===== config.mk =====
export PLATFORM = sky130hd
export DESIGN_NAME = mbag_addr_gen
export DESIGN_NICKNAME = d
export VERILOG_FILES = /design/src/mbag_pkg.sv /design/src/mbag_bitrev_add.sv /design/src/mbag_modulo_fix.sv /design/src/mbag_addr_gen.sv
export SDC_FILE = /design/constraint.sdc
export NUM_CORES = 1
export LEC_CHECK = 0
export ABC_CLOCK_PERIOD_IN_PS = 5650
export BUFFER_PORTS_ARGS = -buffer_cell sky130_fd_sc_hd__buf_2
export CORE_MARGIN = 2
export CORE_UTILIZATION = 59
export DETAILED_ROUTE_END_ITERATION = 16
export GPL_ROUTABILITY_DRIVEN = 0
export PLACE_DENSITY = 0.8
export SYNTH_ARGS = -nofsm -noshare
export SYNTH_HDL_FRONTEND = slang
export SYNTH_SLANG_ARGS = --single-unit

===== constraint.sdc =====
create_clock -name clk_i -period 5.65 [get_ports clk_i]
set_input_delay 0.2825 -clock clk_i [delete_from_list [all_inputs] [get_ports clk_i]]
set_output_delay 0.2825 -clock clk_i [all_outputs]
set_load 0.01 [all_outputs]

===== src/mbag_pkg.sv =====
// Shared constants and types of the modulo and bit-reversed address generator.
package mbag_pkg;

    // ==========================================================================
    // Register map
    // ==========================================================================
    localparam logic [7:0]  ADR_BITREV_CTRL = 8'h00;
    localparam logic [7:0]  ADR_CIRC_CTRL   = 8'h04;
    localparam logic [7:0]  ADR_MOD_START   = 8'h08;
    localparam logic [7:0]  ADR_MOD_END     = 8'h0C;
    localparam logic [7:0]  ADR_STATUS      = 8'h10;

    // ==========================================================================
    // Field positions and reset values
    // ==========================================================================
    localparam int unsigned BREV_EN_BIT     = 15;
    localparam int unsigned BREV_MOD_MSB    = 14;
    localparam int unsigned CIRC_EN_BIT     = 15;
    localparam int unsigned BREV_SEL_LSB    = 8;
    localparam int unsigned MOD_SEL_LSB     = 0;
    localparam logic [15:0] BITREV_RST      = 16'h0000;
    localparam logic [15:0] CIRC_RST        = 16'h0000;
    localparam logic [15:0] MOD_START_RST   = 16'h0000;
    localparam logic [15:0] MOD_END_RST     = 16'h0000;
    localparam logic [3:0]  STACK_PTR_SEL   = 4'hF;
    localparam logic [15:0] STEP_BYTE       = 16'h0001;
    localparam logic [15:0] STEP_WORD       = 16'h0002;

    // ==========================================================================
    // Addressing modes supplied by instruction decode
    // ==========================================================================
    typedef enum logic [2:0]
    {
        MODE_INDIRECT = 3'b000,
        MODE_POST_INC = 3'b001,
        MODE_POST_DEC = 3'b010,
        MODE_PRE_INC  = 3'b011,
        MODE_PRE_DEC  = 3'b100,
        MODE_OFFSET   = 3'b101
    } mbag_mode_e;

endpackage : mbag_pkg


===== src/mbag_bitrev_add.sv =====
// Reverse-carry adder that steps a word pointer by a bit-reversed modifier.
`timescale 1ns/1ps
`default_nettype none
module mbag_bitrev_add
(
    // Operands.
    input  wire logic [14:0] ptr_idx_i,
    input  wire logic [14:0] mod_i,
    // Result.
    output logic      [14:0] sum_o
);
    logic [14:0] ptr_rev;
    logic [14:0] mod_rev;
    logic [14:0] sum_rev;

    // ==========================================================================
    // Bit reversal
    // ==========================================================================
    // Carries travel from high to low bits, so an aligned buffer wraps cleanly.
    genvar g;
    generate
        for (g = 0; g < 15; g++)
        begin : g_rev
            assign ptr_rev[g] = ptr_idx_i[14 - g];
            assign mod_rev[g] = mod_i[14 - g];
            assign sum_o[g]   = sum_rev[14 - g];
        end
    endgenerate

    assign sum_rev = 15'(ptr_rev + mod_rev);
endmodule : mbag_bitrev_add
`default_nettype wire


===== src/mbag_modulo_fix.sv =====
// Circular buffer boundary correction of one address.
`timescale 1ns/1ps
`default_nettype none
module mbag_modulo_fix
(
    // Buffer description.
    input  wire logic        enable_i,
    input  wire logic        up_i,
    input  wire logic [15:0] start_i,
    input  wire logic [15:0] end_i,
    // Address in and out.
    input  wire logic [15:0] addr_i,
    output logic      [15:0] addr_o,
    output logic             wrapped_o
);
    logic [15:0] len;

    // ==========================================================================
    // Correction
    // ==========================================================================
    // Beyond-boundary compares catch steps that jump past the boundary.
    always_comb
    begin
        len       = 16'(end_i - start_i + 16'h0001);
        addr_o    = addr_i;
        wrapped_o = 1'b0;
        if (enable_i && up_i && (addr_i > end_i))
        begin
            addr_o    = 16'(addr_i - len);
            wrapped_o = 1'b1;
        end
        else if (enable_i && !up_i && (addr_i < start_i))
        begin
            addr_o    = 16'(addr_i + len);
            wrapped_o = 1'b1;
        end
    end
endmodule : mbag_modulo_fix
`default_nettype wire


===== src/mbag_addr_gen.sv =====
// Effective address generator with modulo and bit-reversed addressing.
// Function
// - Modulo correction usable with any pointer register.
// - Compare upper or lower boundary, including overshoot.
// - Write corrected pointer back only for pre/post modify.
// - Offset mode corrects address, pointer stays unchanged.
// - Bit reversal only X unit, only writes.
// - Pointer and modifier are both bit-reversed.
// - Enable needs select not 1111, enable, increment mode.
// - Modifier bits 14:0, enable bit 15.
// - Bit-reversed addresses are word sized, LSB clear.
// - Byte or other modes give normal addresses.
// - Pointer plus reversed modifier, increment ignored, LSB zero.
// - Bit reversal wins over modulo on writes.
`timescale 1ns/1ps
`default_nettype none
module mbag_addr_gen
(
    // Clock and reset.
    input  wire logic        clk_i,
    input  wire logic        rst_i,
    // Wishbone register slave.
    input  wire logic        wb_cyc_i,
    input  wire logic        wb_stb_i,
    input  wire logic        wb_we_i,
    input  wire logic [7:0]  wb_adr_i,
    input  wire logic [3:0]  wb_sel_i,
    input  wire logic [31:0] wb_dat_i,
    output logic      [31:0] wb_dat_o,
    output logic             wb_ack_o,
    // Address request from instruction execute.
    input  wire logic        req_i,
    input  wire logic [2:0]  mode_i,
    input  wire logic [3:0]  ptr_sel_i,
    input  wire logic [15:0] ptr_val_i,
    input  wire logic [15:0] offset_i,
    input  wire logic        byte_i,
    input  wire logic        write_i,
    input  wire logic        x_unit_i,
    // Generated address and pointer write-back.
    output logic             ea_valid_o,
    output logic      [15:0] ea_o,
    output logic             ea_brev_o,
    output logic             ptr_wb_en_o,
    output logic      [3:0]  ptr_wb_sel_o,
    output logic      [15:0] ptr_wb_val_o
);
    // ==========================================================================
    // Register state
    // ==========================================================================
    logic [15:0] bitrev_reg,    bitrev_next;
    logic [15:0] circ_reg,      circ_next;
    logic [15:0] mstart_reg,    mstart_next;
    logic [15:0] mend_reg,      mend_next;
    logic        ack_reg,       ack_next;
    logic [31:0] rdat_reg,      rdat_next;
    logic        access;
    logic        wr_take;

    always_comb
    begin
        access      = wb_cyc_i && wb_stb_i;
        wr_take     = access && wb_we_i && ack_reg;
        ack_next    = access && !ack_reg;
        rdat_next   = rdat_reg;
        bitrev_next = bitrev_reg;
        circ_next   = circ_reg;
        mstart_next = mstart_reg;
        mend_next   = mend_reg;
        if (access && !ack_reg)
        begin
            unique case (wb_adr_i)
                mbag_pkg::ADR_BITREV_CTRL: rdat_next = {16'h0000, bitrev_reg};
                mbag_pkg::ADR_CIRC_CTRL:   rdat_next = {16'h0000, circ_reg};
                mbag_pkg::ADR_MOD_START:   rdat_next = {16'h0000, mstart_reg};
                mbag_pkg::ADR_MOD_END:     rdat_next = {16'h0000, mend_reg};
                mbag_pkg::ADR_STATUS:      rdat_next = {14'h0000, ea_brev_o,
                                                        ptr_wb_en_o, ea_o};
                default:                   rdat_next = 32'h00000000;
            endcase
        end
        if (wr_take)
        begin
            unique case (wb_adr_i)
                mbag_pkg::ADR_BITREV_CTRL:
                begin
                    if (wb_sel_i[0]) bitrev_next[7:0]  = wb_dat_i[7:0];
                    if (wb_sel_i[1]) bitrev_next[15:8] = wb_dat_i[15:8];
                end
                mbag_pkg::ADR_CIRC_CTRL:
                begin
                    if (wb_sel_i[0]) circ_next[3:0]  = wb_dat_i[3:0];
                    if (wb_sel_i[1])
                    begin
                        circ_next[11:8] = wb_dat_i[11:8];
                        circ_next[15]   = wb_dat_i[15];
                    end
                end
                mbag_pkg::ADR_MOD_START:
                begin
                    if (wb_sel_i[0]) mstart_next[7:0]  = wb_dat_i[7:0];
                    if (wb_sel_i[1]) mstart_next[15:8] = wb_dat_i[15:8];
                end
                mbag_pkg::ADR_MOD_END:
                begin
                    if (wb_sel_i[0]) mend_next[7:0]  = wb_dat_i[7:0];
                    if (wb_sel_i[1]) mend_next[15:8] = wb_dat_i[15:8];
                end
                default:
                begin
                end
            endcase
        end
    end

    always_ff @(posedge clk_i)
    begin
        if (rst_i)
        begin
            bitrev_reg <= mbag_pkg::BITREV_RST;
            circ_reg   <= mbag_pkg::CIRC_RST;
            mstart_reg <= mbag_pkg::MOD_START_RST;
            mend_reg   <= mbag_pkg::MOD_END_RST;
            ack_reg    <= 1'b0;
            rdat_reg   <= 32'h00000000;
        end
        else
        begin
            bitrev_reg <= bitrev_next;
            circ_reg   <= circ_next;
            mstart_reg <= mstart_next;
            mend_reg   <= mend_next;
            ack_reg    <= ack_next;
            rdat_reg   <= rdat_next;
        end
    end

    assign wb_ack_o = ack_reg;
    assign wb_dat_o = rdat_reg;

    // ==========================================================================
    // Control decode
    // ==========================================================================
    logic        brev_en;
    logic [14:0] brev_mod;
    logic        circ_en;
    logic [3:0]  brev_sel;
    logic [3:0]  mod_sel;
    logic        is_inc;
    logic        is_dec;
    logic        is_pre;
    logic        is_modify;
    logic        mod_hit;
    logic        brev_act;
    logic [15:0] step;
    logic [15:0] step_val;
    logic        step_up;
    logic [15:0] fixed_val;
    logic [14:0] brev_sum;
    logic [15:0] brev_ea;
    logic [15:0] mod_len;

    always_comb
    begin
        brev_en   = bitrev_reg[mbag_pkg::BREV_EN_BIT];
        brev_mod  = bitrev_reg[mbag_pkg::BREV_MOD_MSB:0];
        circ_en   = circ_reg[mbag_pkg::CIRC_EN_BIT];
        brev_sel  = circ_reg[mbag_pkg::BREV_SEL_LSB +: 4];
        mod_sel   = circ_reg[mbag_pkg::MOD_SEL_LSB +: 4];
        is_inc    = (mode_i == mbag_pkg::MODE_POST_INC) || (mode_i == mbag_pkg::MODE_PRE_INC);
        is_dec    = (mode_i == mbag_pkg::MODE_POST_DEC) || (mode_i == mbag_pkg::MODE_PRE_DEC);
        is_pre    = (mode_i == mbag_pkg::MODE_PRE_INC) || (mode_i == mbag_pkg::MODE_PRE_DEC);
        is_modify = is_inc || is_dec;
        mod_hit   = circ_en && (ptr_sel_i == mod_sel);
        mod_len   = 16'(mend_reg - mstart_reg + 16'h0001);
        brev_act  = brev_en && (brev_sel != mbag_pkg::STACK_PTR_SEL)
                    && (ptr_sel_i == brev_sel) && is_inc
                    && x_unit_i && write_i && !byte_i;
        step      = byte_i ? mbag_pkg::STEP_BYTE : mbag_pkg::STEP_WORD;
        step_up   = 1'b1;
        step_val  = ptr_val_i;
        unique case (mode_i)
            mbag_pkg::MODE_POST_INC, mbag_pkg::MODE_PRE_INC:
                step_val = 16'(ptr_val_i + step);
            mbag_pkg::MODE_POST_DEC, mbag_pkg::MODE_PRE_DEC:
            begin
                step_val = 16'(ptr_val_i - step);
                step_up  = 1'b0;
            end
            mbag_pkg::MODE_OFFSET:
            begin
                step_val = 16'(ptr_val_i + offset_i);
                step_up  = !offset_i[15];
            end
            default:
                step_val = ptr_val_i;
        endcase
        brev_ea   = {brev_sum, 1'b0};
    end

    // ==========================================================================
    // Datapath units
    // ==========================================================================
    // Both the pointer index and the modifier are reversed inside the adder; the sum is reversed back.
    mbag_bitrev_add u_brev
    (
        .ptr_idx_i (ptr_val_i[15:1]),
        .mod_i     (brev_mod),
        .sum_o     (brev_sum)
    );

    mbag_modulo_fix u_mod
    (
        .enable_i  (mod_hit && (mode_i != mbag_pkg::MODE_INDIRECT)),
        .up_i      (step_up),
        .start_i   (mstart_reg),
        .end_i     (mend_reg),
        .addr_i    (step_val),
        .addr_o    (fixed_val),
        .wrapped_o ()
    );

    // ==========================================================================
    // Result registers
    // ==========================================================================
    logic        valid_reg,  valid_next;
    logic [15:0] ea_reg,     ea_next;
    logic        brev_reg,   brev_next;
    logic        wben_reg,   wben_next;
    logic [3:0]  wbsel_reg,  wbsel_next;
    logic [15:0] wbval_reg,  wbval_next;

    always_comb
    begin
        valid_next = req_i;
        ea_next    = ea_reg;
        brev_next  = brev_reg;
        wben_next  = 1'b0;
        wbsel_next = wbsel_reg;
        wbval_next = wbval_reg;
        if (req_i)
        begin
            wbsel_next = ptr_sel_i;
            brev_next  = brev_act;
            if (brev_act)
            begin
                // Step size is ignored and modulo is bypassed here.
                ea_next    = is_pre ? brev_ea : {ptr_val_i[15:1], 1'b0};
                wbval_next = brev_ea;
                wben_next  = 1'b1;
            end
            else if (is_modify)
            begin
                ea_next    = is_pre ? fixed_val : ptr_val_i;
                wbval_next = fixed_val;
                wben_next  = 1'b1;
            end
            else if (mode_i == mbag_pkg::MODE_OFFSET)
            begin
                ea_next    = fixed_val;
                wben_next  = 1'b0;
            end
            else
            begin
                ea_next    = ptr_val_i;
            end
        end
    end

    always_ff @(posedge clk_i)
    begin
        if (rst_i)
        begin
            valid_reg <= 1'b0;
            ea_reg    <= 16'h0000;
            brev_reg  <= 1'b0;
            wben_reg  <= 1'b0;
            wbsel_reg <= 4'h0;
            wbval_reg <= 16'h0000;
        end
        else
        begin
            valid_reg <= valid_next;
            ea_reg    <= ea_next;
            brev_reg  <= brev_next;
            wben_reg  <= wben_next;
            wbsel_reg <= wbsel_next;
            wbval_reg <= wbval_next;
        end
    end

    assign ea_valid_o   = valid_reg;
    assign ea_o         = ea_reg;
    assign ea_brev_o    = brev_reg;
    assign ptr_wb_en_o  = wben_reg;
    assign ptr_wb_sel_o = wbsel_reg;
    assign ptr_wb_val_o = wbval_reg;
endmodule : mbag_addr_gen
`default_nettype wire


# After elaboration in Yosys (flattened, before gate mapping)
# Cells that the tools add are included.
# word_totals
ff_bits	129
output_inout_bits	72
# classes
magnitude_cmp	2
n_reduce_logical	39
bitwise_logic	1
muxes	15
eq_ne	12
addsub	8
# op_table
cell	n
2-to-1 mux 16 bit	9
one-hot mux 18 bit (5 select lines)	1
one-hot mux 16 bit (3 select lines)	1
adder 16 bit	2
subtractor 16 bit	2
AND reduction 3 bit	8
adder 16 x 1 -> 16 bit (second input constant)	1
adder 16 x 2 -> 16 bit	1
equality test 8 x 4 -> 1 bit (second input constant)	2
greater-than comparator 16 bit	1
logical AND 1 bit	16
< comparator 16 bit	1
subtractor 16 x 2 -> 16 bit	1
adder 15 bit	1
equality test 4 bit	2
equality test 8 x 3 -> 1 bit (second input constant)	1
equality test 8 x 5 -> 1 bit (second input constant)	1
zero test 8 bit	1
equality test 3 x 2 -> 1 bit (second input constant)	2
equality test 3 bit (second input constant)	2
OR reduction 2 bit	3
zero test 1 bit	4
logical OR 1 bit	4
inequality test 4 bit (second input constant)	1
8 further kinds	9

# Logic depth before layout (Yosys ltp)
# Gate-level depths: netlist of run 1.
# logic_depth
word_depth	11
mapped_depth	25
depth_no_buf	22

# Modules after synthesis
# A second synthesis of run 1 with hierarchy kept.
# unflattened
cells_unflattened	1262
area_unflattened_um2	10192.3
# modules_own_cells
module	instances	seq_area_each_um2	area_each_um2	cells_per_inst
mbag_addr_gen	1	2302.2	6376.1	762
mbag_modulo_fix	1	0.0	3153.0	414
mbag_bitrev_add	1	0.0	663.1	86

# Worst setup path after synthesis of run 1
# No wires, ideal clock.
# synth_path
kind	input port to flip-flop
start	input port mode_i[0]
end	register ea_reg[8] (netlist: ea_o[8])
stages	22
t_arrival_ns	4.721
path_slack_ns	0.796
setup_time_ns	0.133
cell_sequence	clkbuf_1 -> or3b_1 -> clkbuf_1 -> o21ai_0 -> ha_1 -> or4_1 -> a311o_1 -> nand2_1 -> o21ai_1 -> a311o_1 -> a31o_1 -> ha_1 -> a21o_1 -> a21o_1 -> a21oi_1 -> o21a_1 -> a21o_1 -> buf_2 -> o32ai_1 -> and2_1 -> o31ai_1 -> a211oi_2
# synth_via
elab_chain_len	11
# synth_lines
item	line	rtl
start, declared	mbag_addr_gen.sv:33	input wire logic [2:0] mode_i,
branches (longest 10 deep; another with < comparator 16 bit)	-	
2-to-1 mux 16 bit *	mbag_addr_gen.sv:245	if (brev_act)
end signal, assigned	mbag_addr_gen.sv:284	ea_reg <= ea_next;
end, declared	mbag_addr_gen.sv:227	logic [15:0] ea_reg, ea_next;
# Every way passes the cells marked *.
# A chain may end at the register's enable or synchronous reset.

# Worst setup path in the final report of run 1
# layout_path
start	input port mode_i[2]
end	register ea_reg[7] (netlist: ea_o[7])
# Same word-level chain as after synthesis.

==> results of run 1 <==
## power by group
group / switching (W) / internal (W) / total (W)
Sequential: 0.0000237 / 0.000838 / 0.000862
Combinational: 0.000531 / 0.000350 / 0.000881
Clock: 0.000427 / 0.000678 / 0.00111
## Yosys cell counts (4+ instances only)
library cell	instances
nor2_1	141
ha_1	119
dfxtp_1	115
a21oi_1	87
o21ai_0	84
nand2_1	81
inv_1	78
mux2i_1	72
clkbuf_1	47
nor3_1	32
nor2b_1	30
xnor2_1	28
nand3_1	25
a21o_1	23
a22oi_1	21
o21a_1	20
xor2_1	18
a221o_1	16
buf_4	15
or3_1	15
a31oi_1	12
and2_1	12
o21ai_1	12
o221ai_1	12
mux2_2	11
nand4_1	9
o211ai_1	8
o21bai_1	8
a221oi_1	6
nand2b_1	6
o31ai_1	6
a311oi_1	5
and3_1	5
fa_1	5
nor4_1	5
o311ai_0	5
a2bb2oi_1	4
buf_2	4
## area by class of cell
class	count	area [um2]	share of cell area [%]
multi-input combinational	1031	7246	61.53
sequential	115	2302	19.55
timing repair buffer	183	1059	8.989
clock buffer	19	452.9	3.846
inverter	78	292.8	2.486
tap	220	275.3	2.337
clock inverter	13	148.9	1.264
## per-layer routing
| layer | up-vias | part of all wire, % | routed length [um] | track usage, % |
|---|---|---|---|---|
| li1 | 4927 | - | - | - |
| met1 | 4944 | 39 | 13470 | 47.75 |
| met2 | 654 | 44 | 15240 | 57.67 |
| met3 | 156 | 11 | 3884 | 9.428 |
| met4 | 0 | 5.6 | 1935 | 18.98 |
| met5 | - | 0 | 0 | 0 |
## per-stage QoR
stage	instances	total power [W]
after floorplan	1297	0.001413
after global placement	1627	0.001700
after detailed placement	1627	0.001723
after CTS	1659	0.002804
after global routing	1659	0.002948
final	1659	0.002848
## logic make-up after synthesis
group | Yosys count | synth area share [%]
xor gates and xnor gates | 46 | 3.971
AOI/OAI and AO/OA | 381 | 25.13
muxes | 83 | 8.324
other | 1 | 0.03696
DFF | 115 | 22.69
buffers and inverters | 151 | 6.425
and+or+nand+nor | 383 | 17.76
adders and majority gates | 124 | 15.66
## worst reg2reg max path, cell delays in order, from the launching register on
cell      delay (ns)
dfxtp_1         0.39
inv_1           0.09
ha_1            0.34
ha_1            0.30
a21o_1          0.17
a21oi_1         0.21
o21bai_1        0.10
a21o_1          0.20
a21oi_1         0.24
inv_1           0.07
a21oi_1         0.17
xnor2_1         0.19
ha_1            0.37
a21oi_1         0.23
o21ba_2         0.16
nand2_1         0.04
o21ai_0         0.40
o21a_1          0.28
o21ai_0         0.13
xor2_1          0.35
o21ai_0         0.19
o21ai_0         0.18
## how the worst max path moves through the flow
stage | start | end | slack, ns
floorplan | mode_i[0] | ea_o[8] | 0.80
global placement | mode_i[2] | ea_o[13] | 0.18
detailed placement | mode_i[2] | ea_o[1] | 0.14
CTS | mode_i[2] | ea_o[7] | 0.55
global route | mode_i[2] | ea_o[13] | 0.11
finish | mode_i[2] | ea_o[7] | 0.39
==> impl_results.md, run 1 <==
- Run status: complete, no violations
- Synth area leaders: dfxtp_1 23%, ha_1 15%, mux2i_1 7.1%
- Worst r2r path cells: 21
- Final #Nets: 1,642
- P_leak: 5.235 nW
- Cell mode on critical path: buf_4
- Min setup slack post-route: 0.3893 ns
- Post_cts resized: 0
- Synth Flop Type: dfxtp_1
- DRC: 0
- Antenna Cells: 0
- Critical R2R Launch: mstart_reg[2]
- Top achievable clock speed: 190.1 MHz
- Synthesized cell area: 10,150 um2
- Drt total wl: 34,530 um
- Hold Path Depth: 3
- R2R Path End: ptr_wb_val_o[14]
- Startpoint class of the critical path: primary input
- Worst endpoint required time: 5.97 ns
- WP depth: 22
- Areal power density over the cells: 241.8 nW/um2
- # IOs: 164
- Max-cap violations: 0
- Core Area: 16,700 um2
- # fillers: 1,357
- Crit path capture type: flip-flop
- RSZ-0062 raised after global routing: false
- Post-DP HPWL: 26,380 um
- Initial antenna violation count: 0
- Die Y: 135.1 um
- Area share of the largest cell type after synthesis: 22.69%
- Peak VDD IR: 0.2256 mV
- Fin area: 11,780 um2
- Routed vias/inst: 6.438
- Syn avg cell area: 7.902 um2
- Critical Path, Cell by Cell: buf_2 > or3b_1 > nand3_1 > o21a_1 > ha_1 > a21o_1 > buf_4 > a21oi_1 > xor2_1 > o21ai_0 > ha_1 > nand3_1 > o21bai_1 > a31oi_1 > o311ai_0 > buf_4 > a21oi_2 > buf_4 > a221o_1 > a22o_1 > nand2_1 > a311oi_1
- Proportion of layout cells with a drive suffix above 1: 17.03%
- Fin Clk Skew: 0.01257 ns
- GR Overflow Total: 0
- Crit path arrival time: 5.58 ns
- DR WL/cell: 20.81 um
- Hold Crit Class: in -> reg
- Yosys top cell by area: dfxtp_1
- Max stage delay cell, worst path: o21ai_0
- Post-synthesis sequential area ratio: 22.69%
- Rows: 47
- Pre-CTS setup slack: 0.1384 ns
- Vias in the first global route: 9,868
- Drt pass-1 iters: 8
- Area growth syn-to-layout: 16.07%
- Clk root buf: clkbuf_16
- Fin crit period: 5.261 ns
- Total number of vias: 10,681
- Period utilization: 93.11%
- Syn Inst Count: 1,284
- Async SR Flop Fraction: 0%
- Max FFs per register: 18
- YS warnings: 0
- Post-synth EDFFs: 0
- Initial core utilization: 60.75%
- Synth unique cells: 84
- Crit Path Max Fanout: 11
- CTS Buffer Depth: 2
- Critical path class: in -> reg
- Commonest non-fill, non-tap cells in the layout: 141 x nor2_1, 131 x buf_2, 119 x ha_1
- CP bufs+invs: 4
- Synthesized flop and latch total: 115
- IO Port Bufs: 131
- Setup bufs post-CTS: 0
- Most common cell after layout, fill and taps aside: nor2_1
- Largest delay share family, worst path: compound AO/OA/AOI/OAI gates
- Utilization after layout: 70.51%
- Cts-stage hold buffer count: 0
- First-pass GRT wire length: 52,790 um
- Max Slew Vio Count: 0
- Reg2Reg Setup Slack: 0.77 ns
- Hold WS: 0.1331 ns
- CTS tree: done
- Worst-Margin Slew: 1.142 ns
- Num CTS Buffers: 17
- Clock sink count: 115
- Placed inst area: 11,170 um2
- Clock transition at path regs: 0.06 ns
- Slowest stage delay, CP: 0.80 ns
- Worst slew margin: 23.42%
- Pin count of the biggest net entering global routing: 96
- H-Tree Depth: 4
- Total GRT Usage: 37.12%
- Initial DRC Count: 1,188
- Die area: 18,260 um2
- Die width: 135.1 um
- Setup TNS: 0 ns
- Hold violation total from the final report: 0
- Latest clock arrival within the worst-skew pair: 0.42 ns
- Final setup violation count: 0
- Routed Antenna Nets: 0
- Hold endpoint: mstart_reg[12]
- Hold Startpoint: wb_dat_i[12]
(Power assumes the default switching activity.)
==> run 2, diff against run 1 <==
--- a/config.mk
+++ b/config.mk
@@ -14,4 +14,5 @@
 export PLACE_DENSITY = 0.8
 export SYNTH_ARGS = -nofsm -noshare
 export SYNTH_HDL_FRONTEND = slang
+export SYNTH_HIERARCHICAL = 1
 export SYNTH_SLANG_ARGS = --single-unit
==> run 2 against run 1 <==
Sequential share of layout area fell by 0.13 points. Register-to-register slack got worse by 0.52 ns. Fmax fell by 2.6%. Critical path type is now reg -> reg. Largest cell class unchanged. Highest routed layer unchanged.
==> impl_results.md, run 2 <==
- Run status: complete, no violations
- Clock sink count: 115 (unchanged)
- Die width: 135.4 um (+0.20%)
- Drt pass-1 iters: 6 (-2)
- Drt total wl: 33,470 um (-3.1%)
- Fin area: 11,860 um2 (+0.67%)
- DRC: 0 (unchanged)
- Areal power density over the cells: 234.3 nW/um2 (-3.1%)
- Syn Inst Count: 1,261 (-1.8%)
- Crit path launch: mend_reg[1]
- Hold Crit Class: in -> reg
- H-Tree Depth: 4 (unchanged)
- Peak VDD IR: 0.2170 mV (-3.8%)
- Max Slew Vio Count: 0 (unchanged)
- Total GRT Usage: 35.96% (-1.2 points)
- Most common cell after layout, fill and taps aside: nor2_1
- Post_cts resized: 0 (unchanged)
- Critical R2R Launch: mend_reg[1]
- Rows: 48 (+2.1%)
- Worst slew margin: 25.93% (+2.5 points)
- Setup bufs post-CTS: 0 (unchanged)
- CTS Buffer Depth: 2 (unchanged)
- Worst-Margin Slew: 1.104 ns (-0.03884 ns)
- Area growth syn-to-layout: 16.36%
- Initial antenna violation count: 0 (unchanged)
- Initial DRC Count: 1,181 (-0.59%)
- Crit path capture type: flip-flop
- Latest clock arrival within the worst-skew pair: 0.42 ns (about the same)
- # fillers: 1,363 (+0.44%)
- Utilization after layout: 69.26% (-1.3 points)
- Final #Nets: 1,626 (-0.97%)
- Overall Power: 0.002778 W (-2.5%)
- Fin Clk Skew: 0.01106 ns (-0.001510 ns)
- DR WL/cell: 20.34 um (-2.3%)
- Critical path class: reg -> reg
- Die area: 18,340 um2 (+0.41%)
- Worst endpoint required time: 5.91 ns (-0.06 ns)
- Startpoint class of the critical path: flip-flop
- Fin crit period: 5.403 ns (+0.1421 ns)
- Pin count of the biggest net entering global routing: 96 (unchanged)
- GR Overflow Total: 0 (unchanged)
- P_leak: 5.157 nW (-1.5%)
- IO Port Bufs: 131 (unchanged)
- Antenna Cells: 0 (unchanged)
- Cts-stage hold buffer count: 0 (unchanged)
- Cell Count, Final, Fillers Out: 1,646 (-0.78%)
- Hold Startpoint: rst_i
- Max-cap violations: 0 (unchanged)
- Crit Path Max Fanout: 5 (-6)
- Num CTS Buffers: 17 (unchanged)
- Period utilization: 95.62% (+2.5 points)
- # IOs: 164 (unchanged)
- Pre-CTS setup slack: -0.2307 ns (-0.3692 ns)
- Initial core utilization: 59.52% (-1.2 points)
- Min setup slack post-route: 0.2472 ns (-0.1421 ns)
- Die Y: 135.4 um (+0.20%)
- Post-DP HPWL: 26,150 um (-0.90%)
- Core Area: 17,120 um2 (+2.5%)
- Placed inst area: 11,260 um2 (+0.78%)
- Top achievable clock speed: 185.1 MHz (-2.6%)
- Hold violation total from the final report: 0 (unchanged)
- First-pass GRT wire length: 50,850 um (-3.7%)
- Final setup violation count: 0 (unchanged)
- Total number of vias: 10,496 (-1.7%)
- Proportion of layout cells with a drive suffix above 1: 17.87% (+0.85 points)
- Synthesized cell area: 10,190 um2 (+0.42%)
- Syn avg cell area: 8.080 um2 (+2.3%)
- Commonest non-fill, non-tap cells in the layout: 153 x nor2_1, 131 x buf_2, 121 x ha_1
- Clk root buf: clkbuf_16
- Routed Antenna Nets: 0 (unchanged)
- Clock transition at path regs: 0.07 ns (about the same)
- Placed Cells: 1,614 (-0.80%)
- RSZ-0062 raised after global routing: false
- CTS tree: done
- Vias in the first global route: 9,564 (-3.1%)
- Max FFs per register: 18 (unchanged)
- YS warnings: 6 (+6)
- Routed vias/inst: 6.377 (-0.96%)
- Crit path arrival time: 5.66 ns (+0.08 ns)
-- run 2: cell types whose count changed in the layout (fill, tap and decap cells not counted), moves of 7 or more --
cell and change:
and2_1 -9, and3_1 +7, mux2i_1 +29, o21ai_1 -8
a21oi_1 -31, nor2_1 +12, a21o_1 +11, nand3_1 -11
a22oi_1 -13, a22o_1 +8, a211oi_1 +27, nor2b_1 -8
nor3_1 -13, o21a_1 -7
-- run 2: metal layers --
layer / global-route usage, % / routed length [um]
met5: 0 / 0
met3: 8.642 / 3706
met1: 45.83 / 13150
met4: 18.11 / 1880
met2: 56.85 / 14740
-- run 2: through the flow --
stage               TNS [ns]  hold WS, ns
finish                     0       0.1370
global route               0       0.1335
CTS                        0       0.1209
detailed placement    -1.302       0.4381
global placement     -0.3847       0.4300
floorplan                  0       0.4297
-- run 2: critical path: stages (launching register included) --
cell and delay [ns]:
dfxtp_1 0.36, inv_1 0.11, ha_1 0.29, inv_1 0.04, ha_1 0.20, fa_1 0.46
a21o_1 0.22, a221o_1 0.34, or2_2 0.31, nand3_1 0.09, nand2_1 0.08, xor2_2 0.20
ha_1 0.44, inv_1 0.11, a21oi_1 0.17, o31ai_1 0.15, a221oi_2 0.36, o31ai_1 0.14
a221o_1 0.32, xnor2_1 0.13, a221o_1 0.33, nor3b_1 0.15, a21oi_1 0.14, a311oi_1 0.10
-- run 2: worst paths after layout --
check | cells after the start | to | slack [ns]
min reg2reg | 2 | wb_dat_o[16] | 0.45
max reg2reg | 23 | ea_o[15] | 0.25
max | 23 | ea_o[15] | 0.25
min | 2 | bitrev_reg[8] | 0.14
-- run 2: layout make-up --
class | instances | area, um2 | area share (%)
clock buffers | 17 | 425.4 | 3.588
clock inverters | 15 | 123.9 | 1.045
inverters | 74 | 277.8 | 2.343
multi-input cells | 1016 | 7378 | 62.24
flip-flops and latches | 115 | 2302 | 19.42
well taps | 225 | 281.5 | 2.375
repair buffers | 184 | 1066 | 8.992
-- run 2: power breakdown --
part | leakage [nW] | switching [W] | internal (W) | total (W)
clock network | 0.273 | 0.000435 | 0.000573 | 0.00101
registers | 0.936 | 0.0000269 | 0.000839 | 0.000866
logic | 3.95 | 0.000530 | 0.000375 | 0.000905
total | 5.16 | 0.000992 | 0.00179 | 0.00278
